**src/inc/uvp_map.vh**
```
`ifndef UVP_MAP_VH
`define UVP_MAP_VH
// Timing in ns, clock period 20 ns
`define UVP_CLK_NS        20
`define UVP_PW_MIN_NS     20000000
`define UVP_PW_MAX_NS     55000000
`define UVP_PW_NOM_NS     50000000
`define UVP_SETUP_NS      2000
`define UVP_HOLD_NS       2000
`define UVP_VR_NS         2000
`define UVP_DV_NS         1000
// Cycle counts (min rounds up)
`define UVP_SETUP_CYC     ((`UVP_SETUP_NS + `UVP_CLK_NS - 1) / `UVP_CLK_NS)
`define UVP_HOLD_CYC      ((`UVP_HOLD_NS + `UVP_CLK_NS - 1) / `UVP_CLK_NS)
`define UVP_VR_CYC        ((`UVP_VR_NS + `UVP_CLK_NS - 1) / `UVP_CLK_NS)
`define UVP_DV_CYC        ((`UVP_DV_NS + `UVP_CLK_NS - 1) / `UVP_CLK_NS)
`define UVP_PW_CYC        (`UVP_PW_NOM_NS / `UVP_CLK_NS)
// Operation codes
`define UVP_OP_READ       2'd0
`define UVP_OP_PROG       2'd1
`define UVP_OP_SIG        2'd2
// Erased byte value
`define UVP_ERASED        8'hff
`endif

```
**src/hw/uvp_sync.v**
```verilog
`timescale 1ns/1ps
// ****************************************
// Two-stage synchroniser
// ****************************************
module uvp_sync #(
    parameter W = 8
) (
    input  wire         core_clk,
    input  wire         resetn,
    input  wire [W-1:0] din,
    output reg  [W-1:0] dout
);
    reg [W-1:0] meta_q;
    always @(posedge core_clk) begin
        if (!resetn) begin
            meta_q <= {W{1'b0}};
            dout   <= {W{1'b0}};
        end else begin
            meta_q <= din;
            dout   <= meta_q;
        end
    end
endmodule

```
**src/hw/uvp_prog_host.v**
```verilog
// Notes on behaviour
// (RULE1) Chip select high: device standby, outputs float
// (RULE2) Device drives only with both selects low
// (RULE3) Chip select selects; gate shared read strobe
// (RULE4) Erased bits read one; programming writes zeros
// (RULE5) Programming never turns zero back to one
// (RULE6) Programming voltage on gate means program mode
// (RULE7) Byte presented on eight data pins
// (RULE8) Chip-select pulse within minimum and maximum width
// (RULE9) One pulse per location, any order
// (RULE10) Never program with static low select
// (RULE11) Shared inputs program parallel devices together
// (RULE12) Select high inhibits programming that device
// (RULE13) Read back each programmed location
// (RULE14) Sample only after data-valid delay
// (RULE15) Identifier voltage on address bit nine
// (RULE16) Bit zero picks maker or type code
// (RULE17) Other address lines low in signature
`timescale 1ns/1ps
`include "uvp_map.vh"
module uvp_prog_host #(
    parameter AW     = 12,
    parameter NDEV   = 1,
    parameter PW_CYC = `UVP_PW_CYC
) (
    input  wire            core_clk,
    input  wire            resetn,
    input  wire            cmd_valid,
    input  wire [1:0]      cmd_op,
    input  wire [AW-1:0]   cmd_addr,
    input  wire [7:0]      cmd_data,
    input  wire [NDEV-1:0] cmd_dev_sel,
    output reg             cmd_ready,
    output reg             rsp_valid,
    output reg  [7:0]      rsp_data,
    output reg             rsp_mismatch,
    output reg             rsp_bad_bits,
    output reg  [AW-1:0]   rom_addr,
    output reg  [NDEV-1:0] rom_cs_n,
    output reg             rom_oe_n,
    output reg             rom_vpp_en,
    output reg             rom_a9_hv_en,
    output reg  [7:0]      rom_dq_out,
    output reg             rom_dq_oe,
    input  wire [7:0]      rom_dq_in
);
    // ****************************************
    // States
    // ****************************************
    localparam [6:0] S_IDLE  = 7'b000_0001;
    localparam [6:0] S_SETUP = 7'b000_0010;
    localparam [6:0] S_PULSE = 7'b000_0100;
    localparam [6:0] S_HOLD  = 7'b000_1000;
    localparam [6:0] S_RECOV = 7'b001_0000;
    localparam [6:0] S_READ  = 7'b010_0000;
    localparam [6:0] S_DONE  = 7'b100_0000;
    localparam [31:0] SETUP_C = `UVP_SETUP_CYC;
    localparam [31:0] HOLD_C  = `UVP_HOLD_CYC;
    localparam [31:0] VR_C    = `UVP_VR_CYC;
    // Sync delay plus margin added to data-valid wait
    localparam [31:0] DV_C    = `UVP_DV_CYC + 32'd3;
    localparam [31:0] PW_C    = PW_CYC;

    reg  [6:0]      state_q;
    reg  [31:0]     cnt_q;
    reg  [1:0]      op_q;
    reg  [7:0]      data_q;
    reg             prog_q;
    wire [7:0]      dq_sync;

    uvp_sync #(.W(8)) u_sync (
        .core_clk (core_clk),
        .resetn   (resetn),
        .din      (rom_dq_in),
        .dout     (dq_sync)
    );

    // ****************************************
    // Sequencer
    // ****************************************
    always @(posedge core_clk) begin
        if (!resetn) begin
            state_q      <= S_IDLE;
            cnt_q        <= 32'd0;
            op_q         <= `UVP_OP_READ;
            data_q       <= `UVP_ERASED;
            prog_q       <= 1'b0;
            cmd_ready    <= 1'b0;
            rsp_valid    <= 1'b0;
            rsp_data     <= 8'h00;
            rsp_mismatch <= 1'b0;
            rsp_bad_bits <= 1'b0;
            rom_addr     <= {AW{1'b0}};
            rom_cs_n     <= {NDEV{1'b1}}; // RULE1
            rom_oe_n     <= 1'b1;
            rom_vpp_en   <= 1'b0;
            rom_a9_hv_en <= 1'b0;
            rom_dq_out   <= `UVP_ERASED;
            rom_dq_oe    <= 1'b0;
        end else begin
            rsp_valid <= 1'b0;
            case (state_q)
                S_IDLE: begin
                    cmd_ready <= 1'b1;
                    if (cmd_valid && cmd_ready) begin
                        cmd_ready <= 1'b0;
                        op_q      <= cmd_op;
                        data_q    <= cmd_data;
                        cnt_q     <= 32'd0;
                        if (cmd_op == `UVP_OP_PROG) begin
                            // RULE9
                            rom_addr   <= cmd_addr;
                            rom_dq_out <= cmd_data; // RULE7
                            rom_dq_oe  <= 1'b1;
                            rom_vpp_en <= 1'b1; // RULE6
                            prog_q     <= 1'b1;
                            state_q    <= S_SETUP;
                        end else if (cmd_op == `UVP_OP_SIG) begin
                            // RULE15 RULE17
                            rom_addr     <= {{(AW-1){1'b0}}, cmd_addr[0]}; // RULE16
                            rom_a9_hv_en <= 1'b1;
                            prog_q       <= 1'b0;
                            state_q      <= S_SETUP;
                        end else begin
                            rom_addr <= cmd_addr;
                            prog_q   <= 1'b0;
                            state_q  <= S_SETUP;
                        end
                    end
                end
                S_SETUP: begin
                    cnt_q <= cnt_q + 32'd1;
                    if (cnt_q >= SETUP_C - 32'd1) begin
                        cnt_q <= 32'd0;
                        if (prog_q) begin
                            rom_cs_n <= ~cmd_dev_sel; // RULE11 RULE12
                            state_q  <= S_PULSE;
                        end else begin
                            rom_cs_n <= ~cmd_dev_sel; // RULE3
                            rom_oe_n <= 1'b0; // RULE2
                            state_q  <= S_READ;
                        end
                    end
                end
                S_PULSE: begin
                    cnt_q <= cnt_q + 32'd1;
                    if (cnt_q >= PW_C - 32'd1) begin
                        // RULE8 RULE10
                        rom_cs_n <= {NDEV{1'b1}};
                        cnt_q    <= 32'd0;
                        state_q  <= S_HOLD;
                    end
                end
                S_HOLD: begin
                    cnt_q <= cnt_q + 32'd1;
                    if (cnt_q >= HOLD_C - 32'd1) begin
                        rom_dq_oe  <= 1'b0;
                        rom_vpp_en <= 1'b0;
                        cnt_q      <= 32'd0;
                        state_q    <= S_RECOV;
                    end
                end
                S_RECOV: begin
                    cnt_q <= cnt_q + 32'd1;
                    if (cnt_q >= VR_C - 32'd1) begin
                        // RULE13
                        rom_cs_n <= ~cmd_dev_sel;
                        rom_oe_n <= 1'b0;
                        cnt_q    <= 32'd0;
                        state_q  <= S_READ;
                    end
                end
                S_READ: begin
                    cnt_q <= cnt_q + 32'd1;
                    if (cnt_q >= DV_C - 32'd1) begin
                        // RULE14
                        rsp_data     <= dq_sync;
                        rsp_mismatch <= (op_q == `UVP_OP_PROG) && (dq_sync != data_q);
                        // RULE4 RULE5
                        rsp_bad_bits <= (op_q == `UVP_OP_PROG) && |(data_q & ~dq_sync);
                        rsp_valid    <= 1'b1;
                        rom_cs_n     <= {NDEV{1'b1}};
                        rom_oe_n     <= 1'b1;
                        rom_a9_hv_en <= 1'b0;
                        cnt_q        <= 32'd0;
                        state_q      <= S_DONE;
                    end
                end
                S_DONE: begin
                    state_q <= S_IDLE;
                end
                default: begin
                    state_q <= S_IDLE;
                end
            endcase
        end
    end
endmodule

```
**config.mk**
```make
export PLATFORM = sky130hd
export DESIGN_NAME = uvp_prog_host
export DESIGN_NICKNAME = d
export VERILOG_FILES = /design/src/hw/uvp_sync.v /design/src/hw/uvp_prog_host.v
export VERILOG_INCLUDE_DIRS = /design/src /design/src/inc
export SDC_FILE = /design/constraint.sdc
export NUM_CORES = 1
export LEC_CHECK = 0
export ABC_AREA = 1
export BUFFER_PORTS_ARGS = -buffer_cell sky130_fd_sc_hd__buf_2
export CAP_MARGIN = 10
export CORE_ASPECT_RATIO = 1.2
export CORE_MARGIN = 2
export CORE_UTILIZATION = 51
export DETAILED_ROUTE_END_ITERATION = 8
export PLACE_DENSITY = 0.71
export SLEW_MARGIN = 25
export SYNTH_ARGS = -nofsm -noshare
export SYNTH_HDL_FRONTEND = slang
export SYNTH_SLANG_ARGS = --single-unit
```
**constraint.sdc**
```tcl
create_clock -name core_clk -period 2.69 [get_ports core_clk]
set_input_delay 0.538 -clock core_clk [delete_from_list [all_inputs] [get_ports core_clk]]
set_output_delay 0.538 -clock core_clk [all_outputs]
set_load 0.02 [all_outputs]
```
==> results of run 1 <==
## power groups by stage
stage	clock network (W)	registers, W	logic, W
after floorplan	0	0.00180	0.000831
after global placement	0	0.00175	0.00100
after detailed placement	0	0.00175	0.00103
after CTS	0.00129	0.00172	0.00104
after global routing	0.00136	0.00173	0.00116
final	0.00127	0.00172	0.00103
## kinds of logic (layout without fill, tap and decap cells)
family	after synthesis	after routing	share of synthesized area
adders and majority gates	10	10	0.0247
buffers and inverters	128	186	0.111
AOI/OAI and AO/OA	82	82	0.0959
and+or+nand+nor	375	375	0.348
DFF	102	102	0.403
xor gates and xnor gates	10	10	0.0173
## metal layers
layer / vias up / part of all wire / track usage
li1: 2362 / - / -
met1: 2080 / 0.43 / 0.283
met2: 95 / 0.50 / 0.429
met3: 29 / 0.038 / 0.0619
met4: 0 / 0.035 / 0.113
met5: - / 0 / 0
## layout by cell type, fill, tap and decap left out, types with 2 or more instances in the layout
cell	n
a21oi_1	31
nor3_2	3
nand2_4	4
nor3_1	19
ha_1	10
dfxtp_1	102
nor2_2	13
nand3_1	60
o21ai_1	5
inv_1	92
nand4_1	14
clkbuf_16	9
nand3b_1	11
nand2_1	159
buf_2	70
inv_2	4
o211ai_1	14
buf_4	4
nor2_4	3
nand2_2	9
nor2_1	72
o21ai_0	19
xor2_1	9
inv_6	4
a31oi_1	2
a21oi_2	8
## how the worst max path moves through the flow
stage / start / to / depth (start not counted)
after global routing: state_q[2] / cnt_q[2] / 9
final: state_q[6] / cnt_q[20] / 9
after detailed placement: state_q[2] / cnt_q[2] / 9
after global placement: state_q[6] / cnt_q[20] / 9
after floorplan: cnt_q[0] / cnt_q[12] / 10
after CTS: state_q[2] / cnt_q[2] / 9
## registers in the layout (all words and copies together) (netlist names), 2 cells and up
| signal | flops |
|---|---|
| cnt_q | 32 |
| rom_addr | 12 |
| data_q | 8 |
| rom_dq_out | 8 |
| rsp_data | 8 |
| u_sync.dout | 8 |
| u_sync.meta_q | 8 |
| state_q | 7 |
| op_q | 2 |
## cell type report
| class | instances | share of cell area |
|---|---|---|
| repair buffers | 74 | 0.0669 |
| clock buffers | 9 | 0.0396 |
| multi-input cells | 477 | 0.433 |
| well taps | 123 | 0.0271 |
| flip-flops and latches | 102 | 0.359 |
| inverters | 96 | 0.0634 |
| clock inverters | 7 | 0.0112 |
## critical path, cell delays in order, from the launching register on
cell and delay, ps:
dfxtp_1 330, nor2_2 170, nand2_4 110, nor2_2 200
nand2_1 360, nand2_4 400, inv_2 230, nand2_4 150
nand2_4 70, nor2_1 100
## through the flow
stage | util | setup WS, ps | power (W) | hold slack, ps
after floorplan | - | 1030 | 0.00263 | 390
after global placement | 0.561 | 582 | 0.00275 | 392
after detailed placement | 0.561 | 540 | 0.00278 | 401
after CTS | 0.591 | 513 | 0.00404 | 358
after global routing | 0.591 | 268 | 0.00425 | 366
final | 0.591 | 503 | 0.00402 | 364
==> key figures, run 1 <==
Outcome
  • Status: finished clean

Global routing
  • Vias in the first global route: 4,460
  • Overflow after GRT: 0
  • First-pass GRT wire length: 20,800 um
  • Largest net degree at the start of global routing: 41
  • GRT Total Usage: 0.247
  • Initial antenna violation count: 0

Power and ir drop
  • Pleak: 2.59 nW
  • Net Sw Power: 0.00144 W
  • Clk pwr share: 0.317
  • Pint: 0.00258 W
  • Sw Ratio: 0.357
  • Worst VDD drop: 0.473 mV
  • Pwr per Cell Area: 707 nW/um2
  • Share of total power in sequential cells: 0.427
  • Comb pwr share: 0.256

Detailed routing
  • First-pass DRT Iterations: 4
  • ANT nets after route: 0
  • DRC Markers: 0
  • Via count: 4,566
  • Routed wire length: 12,600 um
  • Wire per inst: 14.2 um
  • DR iter-0 viols: 146
  • Drt via density: 5.14

Die
  • Die Ht: 113 um
  • Std cell rows: 39
  • Die W: 95.0 um
  • Core box area: 9610 um2
  • Io pins: 71
  • Die area: 10,700 um2
  • Initial Utilization: 0.527

Clock network
  • Hold_buf cts: 0
  • Clk pin slew, worst setup/hold paths: 70 ps
  • # Post-CTS Setup Buffers: 0
  • Clk_lat worst skew: 350 ps
  • Clock buffer depth: 2
  • CTS tree: built
  • Clk sinks: 102
  • Num CTS Buffers: 9
  • CTS resizes: 0
  • Clock root buffer: clkbuf_16
  • H-tree depth: 3

Timing
  • Final hold violations: 0
  • Final count of pins violating max slew: 0
  • Clk_skew: 8.85 ps
  • RSZ-0062 raised after global routing: no
  • Final worst path period need: 2190 ps
  • Slew headroom: 0.636
  • # setup viols final: 0
  • Max Fclk: 0.457 GHz
  • TNS Setup: 0 ps
  • Least-Margin Pin Slew: 547 ps
  • Fin crit share: 0.813

Finish
  • Post-layout instance area: 5690 um2
  • Syn-to-layout area delta: 12.3%
  • Fin cells: 888
  • Final net count: 804
  • Filler cells: 910
  • Ant diodes: 0
  • Ratio of cells with drive above 1 in the final layout: 0.182
  • Storage cell area: 2040 um2
  • Multi-input gate area: 2460 um2

Critical path
  • R2R Path End: cnt_q[20]
  • Setup CP Type: flip-flop to flip-flop
  • Crit Reg-Reg Startpoint: state_q[6]
  • Setup crit start kind: flip-flop
  • R2r setup slk: 500 ps
  • Max FO, Critical Path: 20
  • Worst Path Required: 2980 ps
  • Reg2reg path depth: 9
  • Crit end category: flip-flop
  • WP data arrival: 2480 ps

Yosys
  • Synth Flop Type: dfxtp_1
  • Ys Warns: 0
  • Synth Cell Area: 5060 um2
  • Synth top area share: 0.403
  • Most area-hungry cell type in the Yosys netlist: dfxtp_1
  • Synth Register Bits: 102
  • Fraction of synthesis flops using an asynchronous set or reset pin: 0
  • Cells after Synth: 707
  • Seq/Total Area, Yosys: 0.403
  • Distinct cells, synth: 40
  • Post-synth EDFFs: 0
  • Mapped Avg Cell Area: 7.16 um2
  • Commonest cells in the netlist: nand2_1 (159), dfxtp_1 (102), inv_1 (92)
  • Area contributors post-synth: dfxtp_1 (40%), nand2_1 (12%), inv_1 (6.8%)
  • Most numerous cell in the Yosys netlist: nand2_1
  • Syn Nets: 751

Worst hold path
  • Hold crit path type: input pin to flip-flop
  • Worst Min Path Start: rom_dq_in[3]
  • Hold Path Stages: 3
  • Hold Path End: u_sync.meta_q[3]

Place
  • I/O Buffers: 70
  • Area after DPL: 5400 um2
  • Detail Placement HPWL: 9160 um
  • Placed insts: 872
  • Final RePlAce weighted congestion: 0.961

Job
  • Max cap viols: 0
Power figures use the tool's default switching activity.
==> run 2, diff against run 1 <==
==> constraint.sdc (replaced) <==
create_clock -name core_clk -period 2.14 [get_ports core_clk]
set_input_delay 0.428 -clock core_clk [delete_from_list [all_inputs] [get_ports core_clk]]
set_output_delay 0.428 -clock core_clk [all_outputs]
set_load 0.02 [all_outputs]
==> key figures, run 2 (synthesis results as in run 1) <==
Die
  • Die area: 10,700 um2
  • Std cell rows: 39
  • Io pins: 71
  • Initial Utilization: 0.527
  • Core box area: 9610 um2
  • Die W: 95.0 um
  • Die Ht: 113 um

Place
  • I/O Buffers: 70
  • Placed insts: 882
  • Final RePlAce weighted congestion: 0.921
  • Detail Placement HPWL: 9200 um

Critical path
  • Crit path largest cell delay: 420 ps
  • Reg2reg path depth: 12
  • Setup CP Type: flip-flop to flip-flop
  • Termination of the worst setup path: cnt_q[1]
  • R2r setup slk: 150 ps
  • Crit Reg-Reg Startpoint: cnt_q[0]
  • Critical Path Stages: 12
  • Max FO, Critical Path: 6
  • Crit-path slowest cell: dfxtp_1
  • Crit end category: flip-flop
  • Crit-path leading delay family: simple AND/OR/NAND/NOR gates
  • CP Buf/Inv Count: 0
  • WP data arrival: 2230 ps
  • Most used cell, CP: nand2_1
  • Worst Setup SP: cnt_q[0]
  • Worst-path cell chain: ha_1 > nand2_1 > o21ai_2 > nand3_1 > nand2_1 > nand2_1 > nand2_1 > nand2_1 > nor2_4 > nand2_4 > nand2_4 > nor2_1
  • Setup crit start kind: flip-flop
  • R2R Path End: cnt_q[1]
  • Worst Path Required: 2380 ps

Clock network
  • Clk_lat worst skew: 350 ps
  • CTS resizes: 0
  • CTS tree: built
  • # Post-CTS Setup Buffers: 0
  • Num CTS Buffers: 9
  • Clock buffer depth: 2
  • H-tree depth: 3
  • Clk sinks: 102
  • Clock root buffer: clkbuf_16
  • Clk pin slew, worst setup/hold paths: 70 ps
  • Hold_buf cts: 0

Detailed routing
  • DR iter-0 viols: 215
  • ANT nets after route: 0
  • Wire per inst: 13.8 um
  • DRC Markers: 0
  • First-pass DRT Iterations: 7
  • Drt via density: 5.20
  • Via count: 4,671
  • Routed wire length: 12,400 um

Finish
  • Most frequent cells in the layout: nand2_1 (159), dfxtp_1 (102), inv_1 (92), nor2_1 (72), buf_2 (70)
  • Fin cells: 898
  • Syn-to-layout area delta: 14.0%
  • Final net count: 814
  • Final core utilization: 0.600
  • Max reg flops: 32
  • Biggest register: cnt_q
  • Ratio of cells with drive above 1 in the final layout: 0.192
  • Ant diodes: 0
  • Commonest non-fill, non-tap cell in the layout: nand2_1
  • Largest registers: cnt_q x32, rom_addr x12

Power and ir drop
  • Pwr per Cell Area: 889 nW/um2
  • Sw Ratio: 0.358
  • Net Sw Power: 0.00183 W
  • Worst VDD drop: 0.614 mV
  • Share of total power in sequential cells: 0.422
  • Pint: 0.00330 W
  • Pleak: 2.65 nW
  • Comb pwr share: 0.264
  • Clk pwr share: 0.314

Global routing
  • Vias in the first global route: 4,597
  • Largest net degree at the start of global routing: 41
  • Overflow after GRT: 0
  • First-pass GRT wire length: 20,600 um
  • GRT Total Usage: 0.241
  • Initial antenna violation count: 0

Job
  • Max cap viols: 0

Timing
  • Fin crit share: 0.929
  • Least-Margin Pin Slew: 507 ps
  • # setup viols final: 0
  • Max Fclk: 0.503 GHz
  • Slew headroom: 0.662
  • Final hold violations: 0
  • Final count of pins violating max slew: 0
  • Final worst path period need: 1990 ps
  • Clk_skew: 6.16 ps

Worst hold path
  • Hold crit path type: input pin to flip-flop
  • Worst Min Path Start: rom_dq_in[1]

Outcome
  • Status: finished clean
## run 2: changes by cell type in the layout (fill, tap and decap cells not counted), sizes merged
| cell | previous run | this run |
|---|---|---|
| buf | 74 | 84 |
| clkinvlp | 1 | 0 |
| clkbuf | 9 | 10 |
## run 2: cell type report
type,instances,area (um2)
sequential,102,2040
tap,123,154
inverter,96,360
clock buffer,10,229
fill,854,3840
clock inverter,6,62.6
timing repair buffer,84,455
multi-input combinational,477,2470
## run 2: through the flow
stage	area (um2)	TNS (ps)	hold slack [ps]	setup slack, ps	power, W
3_3_place_gp	5470	0	393	165	0.00352
2_1_floorplan	5060	0	390	485	0.00330
4_1_cts	5760	0	256	109	0.00516
6_report	5770	0	257	151	0.00513
5_1_grt	5770	-6.18	255	-6.18	0.00542
3_5_place_dp	5470	0	397	142	0.00355
## run 2: worst register-to-register path: cells and delay by family, from the launching register on
family / cells / cell delay, ps
fa+ha+maj: 1 / 220
flops: 1 / 420
simple gates: 10 / 1080
compound gates: 1 / 190
## run 2: power by group through the flow
stage | clock (W) | combinational [W] | sequential [W]
floorplan | 0 | 0.00105 | 0.00226
global placement | 0 | 0.00132 | 0.00220
detailed placement | 0 | 0.00135 | 0.00221
CTS | 0.00164 | 0.00135 | 0.00216
global route | 0.00173 | 0.00150 | 0.00219
finish | 0.00161 | 0.00135 | 0.00217
## run 2: worst min-delay path by stage
stage	endpoint	slack, ps	cells after the start
CTS	u_sync.meta_q[1]	260	3
global placement	u_sync.dout[4]	390	2
detailed placement	u_sync.dout[6]	400	2
global route	u_sync.meta_q[5]	260	3
finish	u_sync.meta_q[1]	260	3
floorplan	u_sync.dout[0]	390	2
## run 2: routing by layer
metal | global-route usage | wire length [um] | vias up
li1 | - | - | 2382
met1 | 0.279 | 5160 | 2097
met2 | 0.422 | 6290 | 158
met3 | 0.0479 | 531 | 34
met4 | 0.113 | 421 | 0
met5 | 0 | 0 | -
==> run 3, diff against run 2 <==
--- a/config.mk
+++ b/config.mk
@@ -13,7 +13,8 @@
 export CORE_MARGIN = 2
 export CORE_UTILIZATION = 51
 export DETAILED_ROUTE_END_ITERATION = 8
-export PLACE_DENSITY = 0.71
+export PLACE_DENSITY = 0.77
+export RECOVER_POWER = 50
 export SLEW_MARGIN = 25
 export SYNTH_ARGS = -nofsm -noshare
 export SYNTH_HDL_FRONTEND = slang
==> key figures, run 3 (synthesis results as in run 1) <==
Timing
  • Max Fclk: 0.494 GHz
  • Clk_skew: 9.83 ps
  • # setup viols final: 0
  • TNS Setup: 0 ps
  • Least-Margin Pin Slew: 795 ps
  • Slew headroom: 0.470
  • Final worst path period need: 2020 ps
  • RSZ-0062 raised after global routing: no
  • Final hold violations: 0
  • Final count of pins violating max slew: 0
  • Fin crit share: 0.946

Die
  • Io pins: 71
  • Initial Utilization: 0.527
  • Core box area: 9610 um2
  • Die W: 95.0 um
  • Std cell rows: 39
  • Die Ht: 113 um
  • Die area: 10,700 um2

Critical path
  • Reg2reg path depth: 9
  • Worst-path cell chain: nor2_1 > nand2_1 > nor3_1 > nand2_1 > inv_1 > nor2_1 > buf_4 > o21ai_0 > a21oi_1
  • Crit-path slowest cell: dfxtp_1
  • Setup crit start kind: flip-flop
  • Crit path largest cell delay: 380 ps
  • Max FO, Critical Path: 16
  • Setup CP Type: flip-flop to flip-flop
  • Crit end category: flip-flop
  • Worst Path Required: 2380 ps
  • WP data arrival: 2260 ps

Global routing
  • Initial antenna violation count: 0
  • Vias in the first global route: 4,469
  • Overflow after GRT: 0
  • Largest net degree at the start of global routing: 41
  • GRT Total Usage: 0.241
  • First-pass GRT wire length: 20,500 um

Power and ir drop
  • Pleak: 2.48 nW
  • Pwr per Cell Area: 898 nW/um2
  • Worst VDD drop: 0.637 mV

Finish
  • Most frequent cells in the layout: nand2_1 (159), dfxtp_1 (100), inv_1 (94), nor2_1 (74), nand3_1 (60)
  • Ant diodes: 0
  • Multi-input gate area: 2460 um2
  • Syn-to-layout area delta: 11.9%
  • Post-layout instance area: 5670 um2
  • Max reg flops: 32
  • Filler cells: 916
  • Biggest register: cnt_q
  • Ratio of cells with drive above 1 in the final layout: 0.134
  • Largest registers: cnt_q x32, rom_addr x12
  • Commonest non-fill, non-tap cell in the layout: nand2_1
  • Storage cell area: 2040 um2
  • Final net count: 809

Detailed routing
  • DRC Markers: 0
  • Wire per inst: 13.8 um
  • Via count: 4,651
  • First-pass DRT Iterations: 5
  • ANT nets after route: 0
  • Routed wire length: 12,300 um
  • Drt via density: 5.21
  • DR iter-0 viols: 211

Clock network
  • CTS tree: built
  • Clk sinks: 102
  • Clock root buffer: clkbuf_16
  • H-tree depth: 3
  • Clk_lat worst skew: 350 ps
  • # Post-CTS Setup Buffers: 0
  • Hold_buf cts: 0
  • CTS resizes: 0
  • Num CTS Buffers: 9
  • Clock buffer depth: 2
  • Clk pin slew, worst setup/hold paths: 70 ps

Place
  • Area after DPL: 5430 um2
  • Final RePlAce weighted congestion: 0.877
  • Detail Placement HPWL: 9150 um
  • I/O Buffers: 70

Worst hold path
  • Hold Path Stages: 3
  • Hold crit path type: input pin to flip-flop

Outcome
  • Status: finished clean

Job
  • Max cap viols: 0
## run 3: cell types whose count changed in the layout (fill, tap and decap cells not counted), moves of 2 or more
cell,before,now
clkbuf_1,1,39
inv_1,92,94
nor2_1,72,74
dfxtp_1,102,100
clkbuf_2,0,2
dfxtp_2,0,2
buf_2,70,32
inv_2,4,2
nor2_2,12,10
buf_4,14,6
## run 3: cell type report
type / instances / area share
clock buffers: 9 / 0.0397
well taps: 123 / 0.0272
clock inverters: 7 / 0.0117
repair buffers: 79 / 0.0638
inverters: 96 / 0.0636
flip-flops and latches: 102 / 0.361
multi-input cells: 477 / 0.433
## run 3: power by group
group	total, W	leakage, nW	switching (W)	internal, W
clock network	0.00160	0.141	0.000786	0.000816
registers	0.00217	0.830	0.000109	0.00206
logic	0.00132	1.51	0.000927	0.000392
total	0.00509	2.48	0.00182	0.00327
## run 3: final timing paths
path / start / endpoint / slack [ps]
max: cnt_q[14] / rsp_data[0] / 120
min reg2reg: u_sync.meta_q[1] / u_sync.dout[1] / 420
min: rom_dq_in[1] / u_sync.meta_q[1] / 250
max reg2reg: cnt_q[14] / rsp_data[0] / 120
## run 3: through the flow
| step | utilization | setup WS, ps | std cells | total power [W] | hold WS (ps) |
|---|---|---|---|---|---|
| 2_1_floorplan | - | 485 | 707 | 0.00330 | 390 |
| 3_3_place_gp | 0.565 | 141 | 877 | 0.00351 | 393 |
| 3_5_place_dp | 0.565 | 114 | 877 | 0.00355 | 398 |
| 4_1_cts | 0.596 | 95.8 | 893 | 0.00514 | 250 |
| 5_1_grt | 0.590 | 17.2 | 893 | 0.00537 | 261 |
| 6_report | 0.590 | 116 | 893 | 0.00509 | 255 |
## run 3: layer usage
metal / part of all wire / global-route usage
met1: 0.44 / 0.292
met2: 0.49 / 0.412
met3: 0.039 / 0.0453
met4: 0.031 / 0.106
met5: 0 / 0
## run 3: critical path, delay by kind of cell, from the launching register on
| kind | cells | cell delay (ps) |
|---|---|---|
| AO/OA/AOI/OAI | 2 | 250 |
| flip-flops | 1 | 380 |
| buffers and inverters | 2 | 320 |
| AND/OR/NAND/NOR | 5 | 960 |
